File: config.mk
export PLATFORM = sky130hd
export DESIGN_NAME = dpsfi_top
export DESIGN_NICKNAME = d
export VERILOG_FILES = /design/src/inc/dpsfi_pkg.sv /design/src/logic/dpsfi_top.sv /design/src/logic/dpsfi_sync.sv
export VERILOG_INCLUDE_DIRS = /design/src /design/src/inc
export SDC_FILE = /design/constraint.sdc
export NUM_CORES = 1
export LEC_CHECK = 0
export ABC_CLOCK_PERIOD_IN_PS = 6000
export BUFFER_PORTS_ARGS = -buffer_cell sky130_fd_sc_hd__buf_4
export CAP_MARGIN = 10
export CORE_MARGIN = 3
export CORE_UTILIZATION = 64
export CTS_CLUSTER_SIZE = 28
export DETAILED_ROUTE_END_ITERATION = 8
export PLACE_DENSITY = 0.87
export SKIP_LAST_GASP = 1
export SYNTH_ARGS = -nofsm -noshare
export SYNTH_HDL_FRONTEND = slang
export SYNTH_HIERARCHICAL = 1
export SYNTH_SLANG_ARGS = --single-unit
File: constraint.sdc
create_clock -name core_clk -period 6 [get_ports core_clk]
set_input_delay 0.3 -clock core_clk [delete_from_list [all_inputs] [get_ports core_clk]]
set_output_delay 0.3 -clock core_clk [all_outputs]
set_load 0.05 [all_outputs]
File: src/inc/dpsfi_consts.svh
/*
  Constants of the dual-wiper serial frame interface: frame layout, command codes,
  wiper limits and reset values.
  Assumes it is included by bare name wherever these numbers are needed.
*/
`ifndef DPSFI_CONSTS_SVH
`define DPSFI_CONSTS_SVH

// ----------------------------------------------------------------------------
// frame layout
// ----------------------------------------------------------------------------
`define DPSFI_FRAME_BITS   24
`define DPSFI_CNT_LAST     5'd23
`define DPSFI_WIPER_W      10
`define DPSFI_NV_WORDS     16
`define DPSFI_ADDR_FACTORY 4'hf

// ----------------------------------------------------------------------------
// command field codes
// ----------------------------------------------------------------------------
`define DPSFI_CMD_NOP      4'h0
`define DPSFI_CMD_RESTORE  4'h1
`define DPSFI_CMD_STORE_W  4'h2
`define DPSFI_CMD_STORE_D  4'h3
`define DPSFI_CMD_RESET    4'h8
`define DPSFI_CMD_RD_NV    4'h9
`define DPSFI_CMD_RD_W     4'ha
`define DPSFI_CMD_WRITE    4'hb
// adjust family, selected by command_field[3:1]
`define DPSFI_ADJ_DEC6     3'h2
`define DPSFI_ADJ_DEC1     3'h3
`define DPSFI_ADJ_INC6     3'h6
`define DPSFI_ADJ_INC1     3'h7

// ----------------------------------------------------------------------------
// reset values and limits
// ----------------------------------------------------------------------------
`define DPSFI_WIPER_MID    10'h200
`define DPSFI_WIPER_MAX    10'h3ff
`define DPSFI_NV_USER_RST  16'h0000
`define DPSFI_PIN_RST      3'h2

`endif

File: src/inc/dpsfi_pkg.sv
/*
  Types of the dual-wiper serial frame interface.
  Assumes the constants header is compiled alongside.
*/
package dpsfi_pkg;

  // --------------------------------------------------------------------------
  // one received frame: command, address, data
  // --------------------------------------------------------------------------
  typedef struct packed {
    logic [3:0]  command_field;
    logic [3:0]  address_field;
    logic [15:0] data_field;
  } dpsfi_frame_t;

  // serial pins as sampled in the core domain
  typedef struct packed {
    logic sclk;
    logic cs_n;
    logic sdi;
  } dpsfi_pins_t;

  typedef enum logic [1:0] {
    DPSFI_ST_PRESET,
    DPSFI_ST_IDLE,
    DPSFI_ST_FRAME
  } dpsfi_state_t;

endpackage : dpsfi_pkg

File: src/logic/dpsfi_top.sv
/*
  Serial slave interface of a dual nonvolatile digital potentiometer: receives
  24-bit frames, executes them on chip-select release, drives an open-drain
  serial output for readback and chaining.
  Assumes core_clk runs well above the serial clock (at least 8 core cycles per
  serial half period) and an external pull-up on the serial output wire.
*/
`timescale 1ns/10ps
`include "dpsfi_consts.svh"

module dpsfi_top (
  // clock and reset
  input  wire logic         core_clk,
  input  wire logic         rst,
  // serial pins
  input  wire logic         sclk,
  input  wire logic         cs_n,
  input  wire logic         sdi,
  output logic              sdo_o,
  output logic              sdo_oe,
  // wiper settings
  output logic [9:0]        wiper1,
  output logic [9:0]        wiper2
);

  // --------------------------------------------------------------------------
  // pin sampling and edge detection
  // --------------------------------------------------------------------------
  dpsfi_pkg::dpsfi_pins_t pins_s;
  logic                   sclk_q_ff;
  logic                   nxt_sclk_q;
  logic                   sck_rise;
  logic                   sck_fall;

  dpsfi_sync #(.W(3), .RSTV(`DPSFI_PIN_RST)) u_sync (
    .core_clk (core_clk),
    .rst      (rst),
    .pin_in   ({sclk, cs_n, sdi}),
    .pin_out  (pins_s)
  );

  // both supported modes sample on the rising edge and shift on the falling one
  always_comb begin
    nxt_sclk_q = pins_s.sclk;
    sck_rise   = pins_s.sclk & ~sclk_q_ff;
    sck_fall   = ~pins_s.sclk & sclk_q_ff;
  end

  always_ff @(posedge core_clk) begin
    if (rst) begin
      sclk_q_ff <= 1'b0;
    end else begin
      sclk_q_ff <= nxt_sclk_q;
    end
  end

  // --------------------------------------------------------------------------
  // frame state
  // --------------------------------------------------------------------------
  dpsfi_pkg::dpsfi_state_t state_ff, nxt_state;
  logic [23:0]             sr_ff, nxt_sr, sr_eff;
  logic                    cap_ff, nxt_cap;
  logic                    pend_ff, nxt_pend;
  logic [4:0]              cnt_ff, nxt_cnt;
  logic                    any_ff, nxt_any;
  dpsfi_pkg::dpsfi_frame_t last_ff, nxt_last, efrm;
  logic                    lvld_ff, nxt_lvld;
  logic [9:0]              wip_ff [2];
  logic [9:0]              nxt_wip [2];
  logic [15:0]             nv_ff [`DPSFI_NV_WORDS];
  logic [15:0]             nxt_nv [`DPSFI_NV_WORDS];
  logic                    oe_ff, nxt_oe;
  logic                    exec;
  logic                    a0;

  // one adjust step, saturating at both ends
  function automatic logic [9:0] dpsfi_adj(input logic [3:0] cmd, input logic [9:0] w);
    logic [9:0] r;
    r = w;
    case (cmd[3:1])
      `DPSFI_ADJ_DEC6: r = w >> 1;
      `DPSFI_ADJ_DEC1: r = (w == 10'h000) ? w : w - 10'h001;
      `DPSFI_ADJ_INC6: r = w[9] ? `DPSFI_WIPER_MAX : {w[8:0], 1'b0};
      `DPSFI_ADJ_INC1: r = (w == `DPSFI_WIPER_MAX) ? w : w + 10'h001;
      default:         r = w;
    endcase
    return r;
  endfunction : dpsfi_adj

  // shifting, counting, execution on release of chip select
  always_comb begin
    nxt_state = state_ff;
    nxt_sr    = sr_ff;
    nxt_cap   = cap_ff;
    nxt_pend  = pend_ff;
    nxt_cnt   = cnt_ff;
    nxt_any   = any_ff;
    nxt_last  = last_ff;
    nxt_lvld  = lvld_ff;
    nxt_wip   = wip_ff;
    nxt_nv    = nv_ff;
    exec      = 1'b0;
    efrm      = last_ff;
    sr_eff    = pend_ff ? {sr_ff[22:0], cap_ff} : sr_ff;
    case (state_ff)
      dpsfi_pkg::DPSFI_ST_PRESET: begin
        for (int i = 0; i < 2; i++) begin
          nxt_wip[i] = nv_ff[i][9:0];
        end
        nxt_state = dpsfi_pkg::DPSFI_ST_IDLE;
      end
      dpsfi_pkg::DPSFI_ST_IDLE: begin
        if (!pins_s.cs_n) begin
          nxt_state = dpsfi_pkg::DPSFI_ST_FRAME;
        end
      end
      dpsfi_pkg::DPSFI_ST_FRAME: begin
        if (pins_s.cs_n) begin
          // a last captured bit with no falling edge is shifted in here
          nxt_sr    = sr_eff;
          nxt_pend  = 1'b0;
          nxt_state = dpsfi_pkg::DPSFI_ST_IDLE;
          if (!any_ff) begin
            exec = lvld_ff;
          end else if (cnt_ff == 5'd0) begin
            exec    = 1'b1;
            efrm    = sr_eff;
            nxt_any = 1'b0;
          end else if (cnt_ff[1:0] != 2'd0) begin
            nxt_cnt = 5'd0;
            nxt_any = 1'b0;
          end
        end else begin
          if (sck_rise) begin
            nxt_cap  = pins_s.sdi;
            nxt_pend = 1'b1;
            nxt_any  = 1'b1;
            nxt_cnt  = (cnt_ff == `DPSFI_CNT_LAST) ? 5'd0 : cnt_ff + 5'd1;
          end else if (sck_fall && pend_ff) begin
            nxt_sr   = {sr_ff[22:0], cap_ff};
            nxt_pend = 1'b0;
          end
        end
      end
      default: nxt_state = dpsfi_pkg::DPSFI_ST_IDLE;
    endcase
    a0 = efrm.address_field[0];
    if (exec) begin
      nxt_last = efrm;
      nxt_lvld = 1'b1;
      case (efrm.command_field)
        `DPSFI_CMD_NOP:     nxt_lvld = 1'b1;
        `DPSFI_CMD_RESTORE: nxt_wip[a0] = nv_ff[a0][9:0];
        `DPSFI_CMD_STORE_W: nxt_nv[a0] = {6'h00, wip_ff[a0]};
        `DPSFI_CMD_STORE_D: begin
          if (efrm.address_field != `DPSFI_ADDR_FACTORY) begin
            nxt_nv[efrm.address_field] = efrm.data_field;
          end
        end
        `DPSFI_CMD_RESET: begin
          for (int i = 0; i < 2; i++) begin
            nxt_wip[i] = nv_ff[i][9:0];
          end
        end
        `DPSFI_CMD_RD_NV:   nxt_sr[15:0] = nv_ff[efrm.address_field];
        `DPSFI_CMD_RD_W:    nxt_sr[15:0] = {6'h00, wip_ff[a0]};
        `DPSFI_CMD_WRITE:   nxt_wip[a0] = efrm.data_field[9:0];
        default: begin
          if (efrm.command_field[0]) begin
            for (int i = 0; i < 2; i++) begin
              nxt_wip[i] = dpsfi_adj(efrm.command_field, wip_ff[i]);
            end
          end else begin
            nxt_wip[a0] = dpsfi_adj(efrm.command_field, wip_ff[a0]);
          end
        end
      endcase
    end
    // pull low only for a zero msb inside a frame
    nxt_oe = (nxt_state == dpsfi_pkg::DPSFI_ST_FRAME) && !nxt_sr[23];
  end

  always_ff @(posedge core_clk) begin
    if (rst) begin
      state_ff <= dpsfi_pkg::DPSFI_ST_PRESET;
      sr_ff    <= 24'h000000;
      cap_ff   <= 1'b0;
      pend_ff  <= 1'b0;
      cnt_ff   <= 5'd0;
      any_ff   <= 1'b0;
      last_ff  <= '0;
      lvld_ff  <= 1'b0;
      oe_ff    <= 1'b0;
      // rst stands for power-up: factory contents come back
      for (int i = 0; i < 2; i++) begin
        wip_ff[i] <= `DPSFI_WIPER_MID;
      end
      for (int i = 0; i < `DPSFI_NV_WORDS; i++) begin
        nv_ff[i] <= (i < 2) ? {6'h00, `DPSFI_WIPER_MID} : `DPSFI_NV_USER_RST;
      end
    end else begin
      state_ff <= nxt_state;
      sr_ff    <= nxt_sr;
      cap_ff   <= nxt_cap;
      pend_ff  <= nxt_pend;
      cnt_ff   <= nxt_cnt;
      any_ff   <= nxt_any;
      last_ff  <= nxt_last;
      lvld_ff  <= nxt_lvld;
      oe_ff    <= nxt_oe;
      wip_ff   <= nxt_wip;
      nv_ff    <= nxt_nv;
    end
  end

  assign sdo_o  = 1'b0;
  assign sdo_oe = oe_ff;
  assign wiper1 = wip_ff[0];
  assign wiper2 = wip_ff[1];
endmodule : dpsfi_top

File: src/logic/dpsfi_sync.sv
/*
  Three-stage pin synchroniser with agreement filter.
  Assumes inputs are asynchronous to core_clk; output changes only once
  the second and third stages agree.
*/
`timescale 1ns/10ps
module dpsfi_sync #(
  parameter int         W    = 3,
  parameter logic [2:0] RSTV = 3'h0
) (
  // clock and reset
  input  wire logic         core_clk,
  input  wire logic         rst,
  // pins and filtered result
  input  wire logic [W-1:0] pin_in,
  output logic      [W-1:0] pin_out
);

  logic [W-1:0] s1_ff;
  logic [W-1:0] s2_ff;
  logic [W-1:0] s3_ff;
  logic [W-1:0] out_ff;
  logic [W-1:0] nxt_out;

  // ----------------------------------------------------------------------------
  // agreement filter
  // ----------------------------------------------------------------------------
  // first stage is read only by the second, to keep metastability contained
  always_comb begin
    nxt_out = (s2_ff == s3_ff) ? s3_ff : out_ff;
  end

  always_ff @(posedge core_clk) begin
    if (rst) begin
      s1_ff  <= RSTV[W-1:0];
      s2_ff  <= RSTV[W-1:0];
      s3_ff  <= RSTV[W-1:0];
      out_ff <= RSTV[W-1:0];
    end else begin
      s1_ff  <= pin_in;
      s2_ff  <= s1_ff;
      s3_ff  <= s2_ff;
      out_ff <= nxt_out;
    end
  end

  assign pin_out = out_ff;

endmodule : dpsfi_sync

==> flow_summary.json <==
{
  "row_count": 62,
  "worstSkewPairLatency_ps": 550,
  "synth.distinct_cells": 96,
  "place_inst": 2464,
  "grt_usage_pct": 38.09,
  "syn_inst": 2175,
  "min_period_over_period_pct": 81.81,
  "cts-root-buf": "clkbuf_16",
  "vdd_drop_max_mv": 0.2586,
  "worst-endpoint-arrival_ps": 5400,
  "synth_top_area_share_pct": 36.25,
  "cap_violations": 0,
  "hold_violations": 0,
  "postCtsResizedCells": 0,
  "area_delta_synth_final_pct": 8.731,
  "synthTopCellsByCount": "349 x dfxtp_1, 345 x nor2_1, 259 x mux2i_1",
  "critPathRequiredTime_ps": 6490,
  "synth.area.top_cells": "dfxtp_1 36%, mux2i_1 13%, mux4_2 7.2%, nor2_1 6.7%, nand2_1 3.6%",
  "wirelength_mm": 64.44,
  "wl_per_cell_um": 25.40,
  "ys_ff_latch": 349,
  "setup_tns_ps": 0,
  "synth-main-ff-cell": "dfxtp_1",
  "gp_congestion": 1.004,
  "io_pins": 27,
  "drive_gt1_share_pct": 13.14,
  "htreeDepth": 2,
  "design.die.area_um2": 32230,
  "nFillCells": 2053,
  "synth_top_area_cell": "dfxtp_1",
  "place_hpwl_mm": 41.49,
  "yosysMostFrequentCell": "dfxtp_1",
  "grt_antenna_before_repair": 0,
  "hold_path_class": "input pin to register",
  "cp_max_fo": 21,
  "grt_pass1_wl_mm": 99.46,
  "slew_headroom_pct": 17.36,
  "power_leakage_nw": 7.592,
  "fin_ws_ps": 1091,
  "grt_pass1_vias": 17730,
  "fin_cells": 2537,
  "drc": 1,
  "core_region_area_um2": 29170,
  "syn_area_um2": 19270,
  "start_util_pct": 66.08,
  "ant_nets": 0,
  "diodes": 0,
  "vias": 18050,
  "rsz0062_at_grt": "false",
  "first_iter_violations": 2893,
  "yosysWarnings": 6,
  "async_reset_ff_share_pct": 0,
  "status": "complete, but fails checks",
  "nets": 2157,
  "numCtsBuffers": 37,
  "tightest_slew_ps": 1231,
  "cts_tree": "yes",
  "die_y_um": 179.5,
  "clockBufferDepth": 3,
  "port_buffers": 25,
  "grt_max_degree": 90,
  "violations": "design-rule violations",
  "cp-end-kind": "register",
  "overflow": 0,
  "dp_slack_ps": 1265,
  "die_w_um": 179.5,
  "yosysSeqAreaShare_pct": 36.25,
  "cts.clk_slew.worst_paths_ps": 60,
  "drv_slew": 0,
  "setup_viol": 0,
  "synth_nets": 2206,
  "syn_avg_cell_area_um2": 8.861,
  "clock.fmax_mhz": 203.7,
  "vias_per_cell": 7.115,
  "synth_edf_count": 0,
  "drt_first_pass_iters": 8,
  "fin_skew_ps": 29.87,
  "post-route-min-period_ps": 4909,
  "start_kind": "register",
  "crit_type": "register to register",
  "cts_sinks": 349,
  "p_per_area_nw_per_um2": 228.5
}
==> report_power, final <==
part | internal [mW] | leakage (nW) | switching (mW)
clock network | 1.41 | 0.624 | 0.987
registers | 2.32 | 2.81 | 0.00222
logic | 0.0150 | 4.16 | 0.0525
==> per-layer routing <==
metal	part of all wire, %	track usage, %
met4	7.5	25.59
met2	45	60.81
met1	37	47.45
met3	11	6.629
met5	0	0
==> per-stage QoR <==
step,cell area [um^2],util [%],hold slack [ps],power (mW)
2_1_floorplan,19270,-,389.5,2.423
3_3_place_gp,19620,67.27,399.2,2.435
3_5_place_dp,19620,67.27,402.0,2.437
4_1_cts,20920,71.73,200.3,4.776
5_1_grt,20960,71.85,234.0,4.876
6_report,20960,71.85,198.1,4.788
==> timing repair <==
action,in CTS,in global routing
setup endpoints to repair,0,0
setup buffers,0,0
hold buffers,3,0
endpoints found under the hold margin,3,0
==> cells in the final DEF (no fill, tap or decap), types with 15 or more instances in the layout <==
master	instances
a21oi_1	88
a221oi_1	29
a31oi_1	24
and2_1	17
and3_1	15
buf_4	88
clkbuf_16	37
dfxtp_1	348
ha_1	24
inv_1	23
mux2i_1	258
mux4_2	62
nand2_1	187
nand2b_1	19
nand3_1	66
nand4_1	36
nor2_1	344
nor2b_1	29
nor3_1	52
o21ai_0	57
o21ai_1	21
o221ai_1	17
==> flip-flops by register name (all words and copies together) (netlist names), 2 cells and up <==
| register | count |
|---|---|
| wiper2 | 10 |
| nv_ff | 256 |
| u_sync/s2_ff | 3 |
| cnt_ff | 5 |
| last_ff | 24 |
| sr_ff | 24 |
| wiper1 | 10 |
| u_sync/pin_out | 3 |
| state_ff | 2 |
| u_sync/s3_ff | 3 |
| u_sync/s1_ff | 3 |
==> final cells by class <==
type,count,area [um^2],area share (%)
multi-input combinational,1622,11420,54.50
clock inverter,12,171.4,0.8180
tap,384,480.5,2.293
timing repair buffer,92,705.7,3.367
inverter,24,90.09,0.4299
clock buffer,54,1100,5.248
sequential,349,6988,33.35
==> critical path, cell delays in order (launching register included) <==
cell and delay, ps:
dfxtp_1 710, and3_1 680, buf_4 350, nand2_1 110
nand4_1 110, o21ai_1 70, buf_4 190, inv_1 160
buf_4 300, ha_1 280, a21oi_1 180, o211ai_1 140
o41ai_1 470, o21a_1 270, nor2_1 60, a2111oi_0 370
a21oi_1 90, nor3_1 150, o22a_1 160
==> worst paths after layout <==
path | startpoint | endpoint | slack [ps] | cells past startpoint
setup / recovery | u_sync/pin_out[1] | wiper1[9] | 1090 | 18
hold / removal | rst | cnt_ff[4] | 200 | 2
setup reg to reg | u_sync/pin_out[1] | wiper1[9] | 1090 | 18
hold reg to reg | u_sync/s1_ff[1] | u_sync/s2_ff[1] | 420 | 1
==> cells by family after synthesis <==
family | after synthesis | share of synthesized area, %
XOR/XNOR | 23 | 1.045
flip-flops | 349 | 36.25
AO/OA/AOI/OAI | 404 | 14.32
AND/OR/NAND/NOR | 834 | 20.38
other | 1 | 0.01946
multiplexers | 334 | 21.46
adder cells (fa/ha/maj) | 26 | 1.766
buffers and inverters | 204 | 4.765
Power figures use the tool's default switching activity.
